--- config.mk ---
export PLATFORM = sky130hd
export DESIGN_NAME = aea_top
export DESIGN_NICKNAME = d
export VERILOG_FILES = /design/src/pkg/aea_pkg.sv /design/src/logic/aea_chan.sv /design/src/logic/aea_top.sv
export SDC_FILE = /design/constraint.sdc
export NUM_CORES = 2
export LEC_CHECK = 0
export ABC_CLOCK_PERIOD_IN_PS = 14050
export BUFFER_PORTS_ARGS = -buffer_cell sky130_fd_sc_hd__buf_2
export CORE_ASPECT_RATIO = 0.75
export CORE_MARGIN = 4
export CORE_UTILIZATION = 39
export DETAILED_ROUTE_END_ITERATION = 10
export GPL_ROUTABILITY_DRIVEN = 0
export PLACE_DENSITY = 0.57
export SKIP_CTS_REPAIR_TIMING = 1
export SLEW_MARGIN = 20
export SYNTH_ARGS = -nofsm -noshare
export SYNTH_HDL_FRONTEND = slang
export SYNTH_SLANG_ARGS = --single-unit
--- constraint.sdc ---
create_clock -name clock -period 14.05 [get_ports clock]
set_input_delay 2.81 -clock clock [delete_from_list [all_inputs] [get_ports clock]]
set_output_delay 2.81 -clock clock [all_outputs]
set_load 0.02 [all_outputs]
--- src/pkg/aea_pkg.sv ---
/*
 package for the active energy accumulator: register offsets, field positions,
 reset values and timing counts.
 assumes a 200 MHz metering core clock and one register port on that clock.
*/
// Functional notes
// full scale, unity gain: one energy pulse per channel every 4.83 us.
// energy registers are 24-bit signed, 0x7FFFFF largest before overflow.
// line-cycle mode sums energy between voltage zero crossings, both channels.
// line-cycle mode off after reset; each channel has its own enable bit.
// half-cycle count register sets period length, up to 65535 half cycles.
// one half-cycle count governs both channels' periods together.
// period end updates both energy registers and sets the done flag together.
// done flag with its enable bit set drives the low-active interrupt.
// a new period starts right after each one while enables stay set.
// in line-cycle mode energy registers hold until the next period end.
// line-cycle mode with clear-on-read: a read zeroes until next period end.
// count written mid-period takes effect only for the following period.
// software should discard the first result after enabling line-cycle mode.
// after reset accumulation is signed.
// mode 01 accumulates only positive power, negative power ignored.
// mode 10 accumulates absolute power; no-load energy still excluded.
// positive-only and absolute modes affect energy registers and pulse pins.
// positive-only or absolute mode disables reverse-power indication.
// overflow wraps to 0x800000 counting up; underflow to 0x7FFFFF down.
// clear-on-read default on; clearing bit 6 of line-cycle config turns it off.
// 48-bit first stage sums power every 143 us; threshold yields pulses.
// mode 00 is signed; each channel's mode field is independent.
package aea_pkg;
    localparam int ADDR_W = 10;
    localparam int DATA_W = 24;
    localparam int ACC_W = 48;

    localparam logic [9:0] OFS_LINE_CYCLE_CONFIG = 10'h004;
    localparam logic [9:0] OFS_HALF_CYCLE_COUNT = 10'h101;
    localparam logic [9:0] OFS_ACCUM_MODE_SELECT = 10'h201;
    localparam logic [9:0] OFS_ENERGY_A = 10'h21E;
    localparam logic [9:0] OFS_ENERGY_B = 10'h21F;
    localparam logic [9:0] OFS_IRQ_ENABLE_A = 10'h22C;
    localparam logic [9:0] OFS_IRQ_STATUS_A = 10'h22D;

    localparam int CFG_EN_A_BIT = 0;
    localparam int CFG_EN_B_BIT = 1;
    localparam int CFG_CLR_ON_READ_BIT = 6;
    localparam logic [7:0] CFG_RESET = 8'h40;
    localparam logic [15:0] HCC_RESET = 16'h00FF;
    localparam int MODE_A_LSB = 0;
    localparam int MODE_B_LSB = 2;
    localparam int SIGN_A_BIT = 18;
    localparam int SIGN_B_BIT = 19;
    localparam logic [3:0] MODE_RESET = 4'h0;
    localparam int PERIOD_DONE_BIT = 18;
    localparam logic [23:0] IRQ_EN_RESET = 24'h000000;

    localparam logic [1:0] MODE_SIGNED = 2'h0;
    localparam logic [1:0] MODE_POSITIVE = 2'h1;
    localparam logic [1:0] MODE_ABSOLUTE = 2'h2;

    localparam logic [23:0] GAIN_UNITY = 24'h400000;
    localparam int GAIN_SHIFT = 22;
    localparam logic [23:0] ENERGY_MAX = 24'h7FFFFF;
    localparam logic [23:0] ENERGY_MIN = 24'h800000;

    localparam int CLK_PERIOD_PS = 5000;
    localparam int UPDATE_PERIOD_US = 143;
    localparam int UPDATE_CYCLES = UPDATE_PERIOD_US * 1000000 / CLK_PERIOD_PS;
    localparam int PULSE_PERIOD_NS = 4830;
    localparam int PULSE_CYCLES = PULSE_PERIOD_NS * 1000 / CLK_PERIOD_PS;
    localparam int FULL_SCALE_POWER = 4862401;
    // full-scale power added per update, spread to one pulse per pulse period
    localparam logic [47:0] ACC_THRESHOLD =
        48'(64'(FULL_SCALE_POWER) * 64'(PULSE_CYCLES) / 64'(UPDATE_CYCLES));
endpackage

--- src/logic/aea_chan.sv ---
/*
 one channel's first accumulation stage: gain, accumulation mode, 48-bit sum,
 threshold pulses toward the energy register.
 assumes power and gain come from logic on the same clock.
*/
`timescale 1ns/1ps
module aea_chan #(
    parameter logic [47:0] THRESHOLD = aea_pkg::ACC_THRESHOLD
) (
    input wire logic clock,
    input wire logic rst,
    input wire logic tick,
    input wire logic signed [23:0] power,
    input wire logic signed [23:0] gain,
    input wire logic [1:0] mode,
    input wire logic no_load,
    output logic pulse_up,
    output logic pulse_dn,
    output logic power_neg
);
    logic signed [47:0] prod;
    logic signed [47:0] scaled;
    logic signed [47:0] contrib;
    logic signed [47:0] acc_r;
    logic signed [47:0] acc_nxt;
    logic signed [47:0] thr;
    logic up_nxt;
    logic dn_nxt;

    assign thr = $signed(THRESHOLD);
    assign prod = 48'(power) * 48'(gain);
    assign scaled = prod >>> aea_pkg::GAIN_SHIFT;

    always_comb begin
        case (mode)
            aea_pkg::MODE_POSITIVE: contrib = (scaled < 0) ? 48'sh0 : scaled;
            aea_pkg::MODE_ABSOLUTE: contrib = (scaled < 0) ? -scaled : scaled;
            default: contrib = scaled;
        endcase
        if (no_load) begin
            contrib = 48'sh0;
        end
    end

    // one pulse per clock at most; the rate is far below the clock
    always_comb begin
        acc_nxt = acc_r + (tick ? contrib : 48'sh0);
        up_nxt = 1'b0;
        dn_nxt = 1'b0;
        if (acc_r >= thr) begin
            acc_nxt = acc_nxt - thr;
            up_nxt = 1'b1;
        end else if (acc_r <= -thr) begin
            acc_nxt = acc_nxt + thr;
            dn_nxt = 1'b1;
        end
    end

    always_ff @(posedge clock or posedge rst) begin
        if (rst) begin
            acc_r <= 48'sh0;
            pulse_up <= 1'b0;
            pulse_dn <= 1'b0;
        end else begin
            acc_r <= acc_nxt;
            pulse_up <= up_nxt;
            pulse_dn <= dn_nxt;
        end
    end

    always_ff @(posedge clock or posedge rst) begin
        if (rst) begin
            power_neg <= 1'b0;
        end else if (tick) begin
            power_neg <= scaled < 0;
        end
    end

    property p_pos_no_down;
        @(posedge clock) disable iff (rst)
        (mode == aea_pkg::MODE_POSITIVE) && tick |-> contrib >= 0;
    endproperty
    a_pos_no_down: assert property (p_pos_no_down) else $error("negative contribution in positive mode");

    property p_abs_magnitude;
        @(posedge clock) disable iff (rst)
        (mode == aea_pkg::MODE_ABSOLUTE) && !no_load && tick |=> acc_r == $past(acc_r) + (($past(scaled) < 0)
            ? -$past(scaled) : $past(scaled)) - ($past(up_nxt) ? thr : 48'sh0) + ($past(dn_nxt) ? thr : 48'sh0);
    endproperty
    a_abs_magnitude: assert property (p_abs_magnitude) else $error("absolute mode sum wrong");

    property p_pulse_on_threshold;
        @(posedge clock) disable iff (rst)
        acc_r >= thr |=> pulse_up && !pulse_dn;
    endproperty
    a_pulse_on_threshold: assert property (p_pulse_on_threshold) else $error("missing pulse at threshold");
endmodule

--- src/logic/aea_top.sv ---
/*
 active energy accumulator: two channels, free-running or line-cycle mode,
 register port, period-done interrupt and energy pulse pins.
 assumes power samples, zero-crossing pulses and register strobes all come from
 logic on this clock; the serial host interface sits outside.
*/
`timescale 1ns/1ps
module aea_top #(
    parameter int UPDATE_CYCLES = aea_pkg::UPDATE_CYCLES
) (
    input wire logic clock,
    input wire logic rst,
    input wire logic [9:0] reg_addr,
    input wire logic [23:0] reg_wdata,
    input wire logic reg_wr,
    input wire logic reg_rd,
    output logic [23:0] reg_rdata,
    output logic reg_rvalid,
    input wire logic zx_pulse,
    input wire logic signed [23:0] power_a,
    input wire logic signed [23:0] power_b,
    input wire logic signed [23:0] chan_a_power_gain,
    input wire logic signed [23:0] chan_b_power_gain,
    input wire logic no_load_a,
    input wire logic no_load_b,
    output logic irq_n,
    output logic [1:0] energy_pulse_out,
    output logic [1:0] reverse_power_en
);
    logic [7:0] line_cycle_config_r;
    logic [15:0] half_cycle_count_r;
    logic [3:0] accum_mode_r;
    logic [23:0] interrupt_enable_a_r;
    logic period_done_flag_r;
    logic [15:0] active_count_r;
    logic [15:0] zx_count_r;
    logic [15:0] zx_count_nxt;
    logic [31:0] tick_cnt_r;
    logic tick;
    logic period_end;
    logic [1:0] cyc_en;
    logic any_en;
    logic clr_on_read;
    logic [1:0] pulse_up;
    logic [1:0] pulse_dn;
    logic [1:0] power_neg;
    logic [1:0] rd_energy;
    logic [23:0] live_r [2];
    logic [23:0] result_r [2];
    logic [23:0] delta [2];
    logic [23:0] rdata_nxt;

    assign cyc_en = {line_cycle_config_r[aea_pkg::CFG_EN_B_BIT], line_cycle_config_r[aea_pkg::CFG_EN_A_BIT]};
    assign any_en = |cyc_en;
    assign clr_on_read = line_cycle_config_r[aea_pkg::CFG_CLR_ON_READ_BIT];
    assign rd_energy[0] = reg_rd && (reg_addr == aea_pkg::OFS_ENERGY_A);
    assign rd_energy[1] = reg_rd && (reg_addr == aea_pkg::OFS_ENERGY_B);

    always_ff @(posedge clock or posedge rst) begin
        if (rst) begin
            line_cycle_config_r <= aea_pkg::CFG_RESET;
            half_cycle_count_r <= aea_pkg::HCC_RESET;
            accum_mode_r <= aea_pkg::MODE_RESET;
            interrupt_enable_a_r <= aea_pkg::IRQ_EN_RESET;
        end else if (reg_wr) begin
            unique case (reg_addr)
                aea_pkg::OFS_LINE_CYCLE_CONFIG: line_cycle_config_r <= reg_wdata[7:0];
                aea_pkg::OFS_HALF_CYCLE_COUNT: half_cycle_count_r <= reg_wdata[15:0];
                aea_pkg::OFS_ACCUM_MODE_SELECT: accum_mode_r <= reg_wdata[3:0];
                aea_pkg::OFS_IRQ_ENABLE_A: interrupt_enable_a_r <= reg_wdata;
                default: ;
            endcase
        end
    end

    // update strobe for the first stage, free running from reset
    always_ff @(posedge clock or posedge rst) begin
        if (rst) begin
            tick_cnt_r <= 32'h00000000;
        end else if (tick_cnt_r == 32'(UPDATE_CYCLES - 1)) begin
            tick_cnt_r <= 32'h00000000;
        end else begin
            tick_cnt_r <= tick_cnt_r + 32'h00000001;
        end
    end
    assign tick = (tick_cnt_r == 32'(UPDATE_CYCLES - 1));

    // period boundary counted in voltage zero crossings; a count of zero acts as one
    assign zx_count_nxt = zx_count_r + 16'h0001;
    assign period_end = any_en && zx_pulse && (zx_count_nxt >= active_count_r);

    always_ff @(posedge clock or posedge rst) begin
        if (rst) begin
            zx_count_r <= 16'h0000;
            active_count_r <= aea_pkg::HCC_RESET;
        end else if (!any_en) begin
            // first period after enable starts off a crossing: software discards it
            zx_count_r <= 16'h0000;
            active_count_r <= half_cycle_count_r;
        end else if (period_end) begin
            zx_count_r <= 16'h0000;
            active_count_r <= half_cycle_count_r;
        end else if (zx_pulse) begin
            zx_count_r <= zx_count_nxt;
        end
    end

    // status flag: period end wins over the clearing read
    always_ff @(posedge clock or posedge rst) begin
        if (rst) begin
            period_done_flag_r <= 1'b0;
        end else if (period_end) begin
            period_done_flag_r <= 1'b1;
        end else if (reg_rd && (reg_addr == aea_pkg::OFS_IRQ_STATUS_A)) begin
            period_done_flag_r <= 1'b0;
        end
    end

    always_ff @(posedge clock or posedge rst) begin
        if (rst) begin
            irq_n <= 1'b1;
        end else begin
            irq_n <= !(period_done_flag_r && interrupt_enable_a_r[aea_pkg::PERIOD_DONE_BIT]);
        end
    end

    genvar gi;
    generate
        for (gi = 0; gi < 2; gi++) begin : g_chan
            logic [1:0] mode;
            assign mode = accum_mode_r[2 * gi + 1 -: 2];
            aea_chan u_chan (
                .clock(clock),
                .rst(rst),
                .tick(tick),
                .power(gi == 0 ? power_a : power_b),
                .gain(gi == 0 ? chan_a_power_gain : chan_b_power_gain),
                .mode(mode),
                .no_load(gi == 0 ? no_load_a : no_load_b),
                .pulse_up(pulse_up[gi]),
                .pulse_dn(pulse_dn[gi]),
                .power_neg(power_neg[gi])
            );

            // 24-bit wrap gives 0x7FFFFF to 0x800000 and back with no extra logic
            assign delta[gi] = pulse_up[gi] ? 24'h000001 : (pulse_dn[gi] ? 24'hFFFFFF : 24'h000000);

            // live sum: the register itself in free mode, the running period in line-cycle mode
            always_ff @(posedge clock or posedge rst) begin
                if (rst) begin
                    live_r[gi] <= 24'h000000;
                end else if (cyc_en[gi] && period_end) begin
                    live_r[gi] <= 24'h000000;
                end else if (!cyc_en[gi] && rd_energy[gi] && clr_on_read) begin
                    live_r[gi] <= delta[gi];
                end else begin
                    live_r[gi] <= live_r[gi] + delta[gi];
                end
            end

            always_ff @(posedge clock or posedge rst) begin
                if (rst) begin
                    result_r[gi] <= 24'h000000;
                end else if (cyc_en[gi] && period_end) begin
                    result_r[gi] <= live_r[gi] + delta[gi];
                end else if (rd_energy[gi] && clr_on_read) begin
                    result_r[gi] <= 24'h000000;
                end
            end

            always_ff @(posedge clock or posedge rst) begin
                if (rst) begin
                    energy_pulse_out[gi] <= 1'b0;
                    reverse_power_en[gi] <= 1'b1;
                end else begin
                    energy_pulse_out[gi] <= pulse_up[gi] || pulse_dn[gi];
                    reverse_power_en[gi] <= (mode == aea_pkg::MODE_SIGNED) || (mode == 2'h3);
                end
            end

            property p_wrap_up;
                @(posedge clock) disable iff (rst)
                !cyc_en[gi] && live_r[gi] == aea_pkg::ENERGY_MAX && pulse_up[gi] && !rd_energy[gi]
                    |=> live_r[gi] == aea_pkg::ENERGY_MIN;
            endproperty
            a_wrap_up: assert property (p_wrap_up) else $error("energy did not wrap upward");

            property p_wrap_down;
                @(posedge clock) disable iff (rst)
                !cyc_en[gi] && live_r[gi] == aea_pkg::ENERGY_MIN && pulse_dn[gi] && !rd_energy[gi]
                    |=> live_r[gi] == aea_pkg::ENERGY_MAX;
            endproperty
            a_wrap_down: assert property (p_wrap_down) else $error("energy did not wrap downward");

            property p_period_load;
                @(posedge clock) disable iff (rst)
                cyc_en[gi] && period_end |=> result_r[gi] == $past(live_r[gi]) + $past(delta[gi])
                    && period_done_flag_r;
            endproperty
            a_period_load: assert property (p_period_load) else $error("period end did not load result");

            property p_hold;
                @(posedge clock) disable iff (rst)
                cyc_en[gi] && !period_end && !rd_energy[gi] |=> $stable(result_r[gi]);
            endproperty
            a_hold: assert property (p_hold) else $error("result changed mid period");

            property p_clear_read;
                @(posedge clock) disable iff (rst)
                cyc_en[gi] && clr_on_read && rd_energy[gi] && !period_end
                    |=> result_r[gi] == 24'h000000;
            endproperty
            a_clear_read: assert property (p_clear_read) else $error("read did not clear result");

            property p_revp_off;
                @(posedge clock) disable iff (rst)
                (mode == aea_pkg::MODE_POSITIVE || mode == aea_pkg::MODE_ABSOLUTE) ##1 $stable(mode)
                    |-> !reverse_power_en[gi];
            endproperty
            a_revp_off: assert property (p_revp_off) else $error("reverse power left on");
        end
    endgenerate

    always_comb begin
        rdata_nxt = 24'h000000;
        unique case (reg_addr)
            aea_pkg::OFS_LINE_CYCLE_CONFIG: rdata_nxt = {16'h0000, line_cycle_config_r};
            aea_pkg::OFS_HALF_CYCLE_COUNT: rdata_nxt = {8'h00, half_cycle_count_r};
            aea_pkg::OFS_ACCUM_MODE_SELECT: begin
                rdata_nxt[3:0] = accum_mode_r;
                rdata_nxt[aea_pkg::SIGN_A_BIT] = power_neg[0];
                rdata_nxt[aea_pkg::SIGN_B_BIT] = power_neg[1];
            end
            aea_pkg::OFS_ENERGY_A: rdata_nxt = cyc_en[0] ? result_r[0] : live_r[0];
            aea_pkg::OFS_ENERGY_B: rdata_nxt = cyc_en[1] ? result_r[1] : live_r[1];
            aea_pkg::OFS_IRQ_ENABLE_A: rdata_nxt = interrupt_enable_a_r;
            aea_pkg::OFS_IRQ_STATUS_A: rdata_nxt[aea_pkg::PERIOD_DONE_BIT] = period_done_flag_r;
            default: rdata_nxt = 24'h000000;
        endcase
    end

    always_ff @(posedge clock or posedge rst) begin
        if (rst) begin
            reg_rdata <= 24'h000000;
            reg_rvalid <= 1'b0;
        end else begin
            reg_rvalid <= reg_rd;
            if (reg_rd) begin
                reg_rdata <= rdata_nxt;
            end
        end
    end

    property p_tick_spacing;
        @(posedge clock) disable iff (rst)
        tick |=> !tick [*8];
    endproperty
    a_tick_spacing: assert property (p_tick_spacing) else $error("update strobes too close");

    property p_irq;
        @(posedge clock) disable iff (rst)
        period_done_flag_r && interrupt_enable_a_r[aea_pkg::PERIOD_DONE_BIT] |=> !irq_n;
    endproperty
    a_irq: assert property (p_irq) else $error("interrupt not asserted");

    property p_count_reload;
        @(posedge clock) disable iff (rst)
        $changed(active_count_r) |-> $past(period_end) || !$past(any_en);
    endproperty
    a_count_reload: assert property (p_count_reload) else $error("count loaded mid period");

    property p_restart;
        @(posedge clock) disable iff (rst)
        period_end |=> zx_count_r == 16'h0000;
    endproperty
    a_restart: assert property (p_restart) else $error("new period did not start");
endmodule

==> Yosys cells after proc, flatten, opt, wreduce, memory -nomap -nowiden <==
Cells that the tools add are included.
{ "classes": {"multipliers": 2, "order_cmp": 7, "eq_ne": 16, "reduce_logical": 31, "add_sub_neg": 12, "n_mux": 47} }
{ "ops": {"columns": ["operator", "n"], "rows": [
  ["48-bit 2-to-1 mux", 12],
  ["24-bit 2-to-1 mux", 14],
  ["48-bit case mux with 2 select lines", 2],
  ["48-bit by 19-bit adder with 48-bit output (second input constant)", 2],
  ["48-bit adder", 2],
  ["48-bit by 19-bit >= comparator with 1-bit output (second input constant)", 2],
  ["48-bit by 19-bit less-or-equal comparator with 1-bit output (second input constant)", 2],
  ["24-bit by 24-bit multiplier with 48-bit output", 2],
  ["26-bit negation with 48-bit output", 2],
  ["48-bit by 19-bit subtractor with 48-bit output (second input constant)", 2],
  ["16-bit 2-to-1 mux", 5],
  ["14-bit case mux with 5 select lines", 1],
  ["26-bit by 1-bit < comparator with 1-bit output (second input constant)", 2],
  ["10-bit equality test (second input constant)", 5],
  ["24-bit adder", 2],
  ["32-bit by 1-bit adder with 32-bit output (second input constant)", 1],
  ["32-bit by 15-bit equality test with 1-bit output (second input constant)", 1],
  ["32-bit 2-to-1 mux", 1],
  ["4-bit case mux with 6 select lines", 1],
  ["16-bit by 1-bit adder with 16-bit output (second input constant)", 1],
  ["16-bit >= comparator", 1],
  ["1-bit logical AND", 14],
  ["4-bit case mux with 3 select lines", 1],
  ["10-bit by 3-bit equality test with 1-bit output (second input constant)", 1],
  ["14 further kinds", 36]
]} }
{ "totals": {"in_bits": 137, "wordCells": 142, "output_inout_bits": 30, "regBits": 345} }

==> Longest topological paths before layout <==
{ "logic_depth": {"depth_word": 10, "mapped_depth": 49, "mapped_depth_nobuf": 47} }

==> Modules after synthesis <==
From an unflattened synthesis, not the netlist that was laid out.
{ "hier_totals": {"hier_cells": 8293, "hier_area_um2": 72699.7} }
{ "modules_own_cells": {"columns": ["mod", "cells_each", "area_per_inst_um2", "instances", "seq_area_each_um2"], "rows": [
  ["aea_chan (g_chan[0].u_chan)", 3468, 29707.2, 1, 1276.2],
  ["aea_chan (g_chan[1].u_chan)", 3452, 29418.2, 1, 1276.2],
  ["aea_top", 1373, 13574.3, 1, 6105.9]
]} }

==> Least setup slack after synthesis <==
Ideal clock, no wire load.
{ "synth_path": {"kind": "input -> register", "from": "input power_a[23]", "to": "register g_chan[0].u_chan.acc_r[46]", "arrival_ns": 13.630, "path_slack_ns": 0.291, "path_stages": 45, "setup_ns": 0.129, "path_buffers": 4, "cell_sequence": "clkbuf_1 nand2_1 inv_1 fa_1 fa_1 inv_1 fa_1 inv_1 fa_1 fa_1 fa_1 inv_1 fa_1 inv_1 ha_1 clkbuf_1 and3_1 a32oi_1 [... 9 more ...] mux2_2 a22oi_1 nor2_1 ha_1 buf_6 a21o_1 a31o_1 a221o_1 a21o_1 o21a_1 o311a_4 o21a_1 mux2_4 nand4_2 or3_1 nor4_1 a41oi_1 xnor2_1"} }
{ "synth_via": {"elab_chain_cells": 10, "word_cells_on_any_way": 13} }
{ "synth_lines": {"columns": ["item", "line_no", "rtl"], "rows": [
  ["start: declaration", "aea_top.sv:20", "input wire logic signed [23:0] power_a,"],
  ["24-bit by 24-bit multiplier with 48-bit output *", "aea_chan.sv:31", "assign prod = 48'(power) * 48'(gain);"],
  ["26-bit negation with 48-bit output or 26-bit by 1-bit < comparator with 1-bit output (tied branches)", "aea_chan.sv:37, aea_chan.sv:36", null],
  ["48-bit 2-to-1 mux, on equally long branches", "aea_chan.sv:37, aea_chan.sv:36", null],
  ["48-bit case mux with 2 select lines *", "aea_chan.sv:35", "case (mode)"],
  ["48-bit 2-to-1 mux *", "aea_chan.sv:40", "if (no_load) begin"],
  ["48-bit 2-to-1 mux *", "aea_chan.sv:47", "acc_nxt = acc_r + (tick ? contrib : 48'sh0);"],
  ["48-bit adder *", "aea_chan.sv:47", null],
  ["48-bit by 19-bit adder with 48-bit output", "aea_chan.sv:54", "acc_nxt = acc_nxt + thr;"],
  ["48-bit 2-to-1 mux", "aea_chan.sv:53", "end else if (acc_r <= -thr) begin"],
  ["48-bit 2-to-1 mux *", "aea_chan.sv:50", "if (acc_r >= thr) begin"],
  ["named net g_chan[0].u_chan.acc_nxt[46]", "aea_chan.sv:25", "logic signed [47:0] acc_nxt;"],
  ["end signal: assignment", "aea_chan.sv:65", "acc_r <= acc_nxt;"],
  ["end: declaration", "aea_chan.sv:24", "logic signed [47:0] acc_r;"]
]} }
The timed path passes the listed nets; every way through them passes the cells marked *.
A chain may end at the register's enable or synchronous reset.

==> Worst setup path after layout <==
{ "layout_path": {"from": "input power_a[11]", "to": "register g_chan[0].u_chan.acc_r[46]"} }
The elaborated chain is that of the path after synthesis.

==> summary.md <==
| Metric | Value |
|---|---|
| Run status | `completed` |
| Global-route wire length before repair | `between 300000 and 400000 um` |
| Peak Freq | `approximately 73 MHz` |
| Largest cells by area after synthesis | `sky130_fd_sc_hd__fa_1, sky130_fd_sc_hd__dfrtp_1, sky130_fd_sc_hd__ha_1` |
| Number of buffers on the longest clock path | `3` |
| Post-synthesis register bit count | `about 350` |
| Top-count cell post-synth | `sky130_fd_sc_hd__inv_1` |
| Class of the tightest hold or removal check | `reg2reg` |
| Worst Clk Skew | `0.04005 ns` |
| Full die area | `181000 um2` |
| Chip height | `roughly 370 um` |
| Count of antenna-violating nets left after detailed routing | `0` |
| Critical-path cell with the highest stage delay | `sky130_fd_sc_hd__fa_1` |
| Setup TNS Final | `0 ns` |
| Number of DRC violations after detailed-routing iteration 0 | `3973` |
| Number of enable flip-flop cells after synthesis | `0` |
| CTS sink cnt | `345` |
| Clock-pin slew on the worst setup and hold paths | `approximately 0.06 ns` |
| All-layer global routing usage | `0.2122` |
| Utilization after layout | `0.4558` |
| Total vias in the final route | `54580` |
| Endpoint of the worst hold path | `irq_n$_DFF_PP1_` |
| Number of instances in the synthesized netlist | `roughly 7500` |
| Area growth from synthesis to layout | `16.01%` |
| Crit Path Category | `in2reg` |
| Overall routed net length | `roughly 190000 um` |
| Cell Area, Synth | `67940 um2` |
| DIE WIDTH | `490.0 um` |
| Initial antenna violation count | `3` |
| H-tree depth | `2` |
| Yosys warnings | `0` |
| Top-area cell type share of the netlist area | `0.3583` |
| Final setup violation count | `0` |
| Count of cells along the worst register-to-register path | `21` |
| RR Startpoint | `accum_mode_r[2]$_DFFE_PP0P_` |
| Core Region | `172900 um2` |
| Average footprint of a synthesized cell | `around 9 um2` |
| Cell depth of the worst min-delay path | `1` |
| Global-route congestion overflow total | `0` |
| Net count after synthesis | `9327` |
| Number of violations of the max-capacitance limit | `0` |
| Largest fanout on the critical path | `13` |
| Cell area after layout | `between 70000 and 80000 um2` |
| Total number of placement rows | `approximately 130` |
| DRC violations left | `0` |
| Slew Limit Headroom | `0.3301` |
| Wire per inst | `18.09 um` |
| Post-synth ARST share | `1.000` |
| Detailed-route vias per instance | `5.190` |
| Detailed placer's ending HPWL | `~160000 um` |
| Most numerous cell types in the synthesized netlist | `sky130_fd_sc_hd__inv_1, sky130_fd_sc_hd__fa_1, sky130_fd_sc_hd__nand2_1, sky130_fd_sc_hd__and2_1, sky130_fd_sc_hd__ha_1` |
| Cell area after placement | `around 77000 um2` |
| Post-route fraction of the period consumed by the critical path | `0.9700` |
| R2R Path End | `g_chan[1].u_chan.acc_r[46]$_DFF_PP0_` |
| Worst-margin pin slew | `between 1 and 1.5 ns` |
| Effective utilization at floorplan | `0.3929` |
| RSZ-0062 raised after global routing | `yes` |
| Largest net degree at the start of global routing | `~170` |
| Clock period minus worst slack | `13.63 ns` |
| Share of post-route cells with drive strength above 1 | `0.1569` |
| Number of distinct standard cells referenced by the synthesized netlist | `about 120` |
| Input/output buffers | `between 150 and 200` |
| Number of hold violations in the final report | `0` |
| Total count of max-transition violations in the final report | `0` |
| Register-to-Register Setup Slack | `7.24 ns` |
| Post-layout net count | `approximately 10000` |
| Vias in the first global route | `56770` |
| Root cell of the clock tree | `sky130_fd_sc_hd__clkbuf_16` |
| Predominant post-synthesis flop cell | `sky130_fd_sc_hd__dfrtp_1` |
| Startpoint of the worst hold path | `interrupt_enable_a_r[18]$_DFFE_PP0P_` |
| Sequential share of the synthesized area | `0.1274` |
| Clock latency at the later pin of the worst-skew pair | `slightly above 0.6 ns` |
| Category of the worst setup path launch point | `primary input` |
| First-pass DRT Iterations | `6` |
| Crit path top cell by count | `sky130_fd_sc_hd__fa_1` |
| Endpoint class of the critical path | `flop` |
| Antenna Diode Count | `0` |
| Most area-hungry cell type in the Yosys netlist | `sky130_fd_sc_hd__fa_1` |
| Clock tree from TritonCTS | `built` |
| TritonCTS buffer count | `41` |
| Critical Path Max Stage Delay | `about 0.57 ns` |
| Critical path arrival | `between 10 and 15 ns` |
| I/O pin total | `about 170` |
| Critical Path RT | `between 10 and 15 ns` |
[metrics by stage]
| step | hold slack [ns] | setup slack [ns] | cells |
|---|---|---|---|
| after floorplan | 0.3834 | 0.2910 | 7546 |
| after global placement | 0.4102 | -0.5522 | 10430 |
| after detailed placement | 0.4249 | -0.5549 | 10430 |
| after CTS | 0.4414 | -0.02009 | 10500 |
| after global routing | 0.4617 | -0.08669 | 10520 |
| final | 0.4416 | 0.4221 | 10520 |
[per-layer routing]
layer / vias to the layer above / routed length, um / global-route usage
met3: 144 / 13490 / 0.03257
met1: 27480 / 96330 / 0.3425
met4: 2 / 2065 / 0.02407
met5: - / 9 / 0
li1: 25380 / - / -
met2: 1569 / 78390 / 0.3049
[layout by cell type (no fill, tap or decap), types with 31 or more instances in the layout]
master                      Yosys  routed
sky130_fd_sc_hd__o21a_1        39      39
sky130_fd_sc_hd__buf_4          1     743
sky130_fd_sc_hd__nand4_1       62      62
sky130_fd_sc_hd__a211oi_1      37      33
sky130_fd_sc_hd__a21oi_1      314     301
sky130_fd_sc_hd__and2_1       566     564
sky130_fd_sc_hd__nand2_1      833     830
sky130_fd_sc_hd__buf_2         14     149
sky130_fd_sc_hd__xnor2_1      222     217
sky130_fd_sc_hd__ha_1         428     423
sky130_fd_sc_hd__nor3_1       122     118
sky130_fd_sc_hd__xor2_1       122     115
sky130_fd_sc_hd__dfrtp_1      325     325
sky130_fd_sc_hd__a21o_1       108     107
sky130_fd_sc_hd__o21bai_1      40      36
sky130_fd_sc_hd__nor2b_1       46      43
sky130_fd_sc_hd__nor4_1        40      31
sky130_fd_sc_hd__nor2_1       288     281
sky130_fd_sc_hd__clkbuf_16      0      42
sky130_fd_sc_hd__mux2_2        72      72
sky130_fd_sc_hd__and3_1        50      50
sky130_fd_sc_hd__nand2b_1      58      58
sky130_fd_sc_hd__nand3_1      158     155
sky130_fd_sc_hd__a31oi_1       52      47
sky130_fd_sc_hd__fa_1        1216    1206
sky130_fd_sc_hd__inv_1       1295    1293
sky130_fd_sc_hd__mux2i_1       44      44
sky130_fd_sc_hd__o21ai_0      213     204
[cells by family after synthesis]
family	after synthesis	share of synthesized area
fa+ha+maj	1644	0.4371
xor+xnor	347	0.04516
mux	117	0.01864
flops	345	0.1274
buf+inv	1626	0.09028
simple gates	2383	0.1776
compound gates	1084	0.1037
[registers in the layout, indices dropped and copies added, names as in the netlist]
name                     cells
g_chan.u_chan.pulse_up       2
interrupt_enable_a_r        24
zx_count_r                  16
reverse_power_en             2
line_cycle_config_r          8
live_r                      48
reg_rdata                   24
reg_rvalid                   1
half_cycle_count_r          16
energy_pulse_out             2
irq_n                        1
g_chan.u_chan.pulse_dn       2
accum_mode_r                 4
period_done_flag_r           1
g_chan.u_chan.acc_r         96
result_r                    48
g_chan.u_chan.power_neg      2
active_count_r              16
tick_cnt_r                  32
[worst max path at each step]
stage | startpoint | to | slack, ns | cells past startpoint
after floorplan | power_a[23] | g_chan[0].u_chan.acc_r[46]$_DFF_PP0_ | 0.29 | 45
after global placement | chan_b_power_gain[2] | g_chan[1].u_chan.acc_r[47]$_DFF_PP0_ | -0.55 | 46
after detailed placement | chan_a_power_gain[0] | g_chan[0].u_chan.acc_r[42]$_DFF_PP0_ | -0.55 | 51
after CTS | chan_a_power_gain[0] | g_chan[0].u_chan.acc_r[42]$_DFF_PP0_ | -0.02 | 50
after global routing | chan_a_power_gain[7] | g_chan[0].u_chan.acc_r[47]$_DFF_PP0_ | -0.09 | 49
final | power_a[11] | g_chan[0].u_chan.acc_r[46]$_DFF_PP0_ | 0.42 | 44
[final cells by class]
class                      count  area (um2)
clock inverter                13       185.2
tap                         2278        2850
sequential                   345        8658
clock buffer                  62        1205
multi-input combinational   5575       53890
inverter                    1297        4876
fill                       16570       94110
timing repair buffer         947        7153
[worst max-delay path, delay by kind of cell]
family / cells / cell delay [ns]
adder cells (fa/ha/maj): 9 / 4.07
AND/OR/NAND/NOR: 11 / 2.41
XOR/XNOR: 2 / 0.34
AO/OA/AOI/OAI: 12 / 2.82
multiplexers: 1 / 0.22
buffers and inverters: 9 / 1.42
Power is left out: the tool's default activity adds up to more than one toggle a clock period on the data nets, which glitch-free logic cannot reach.
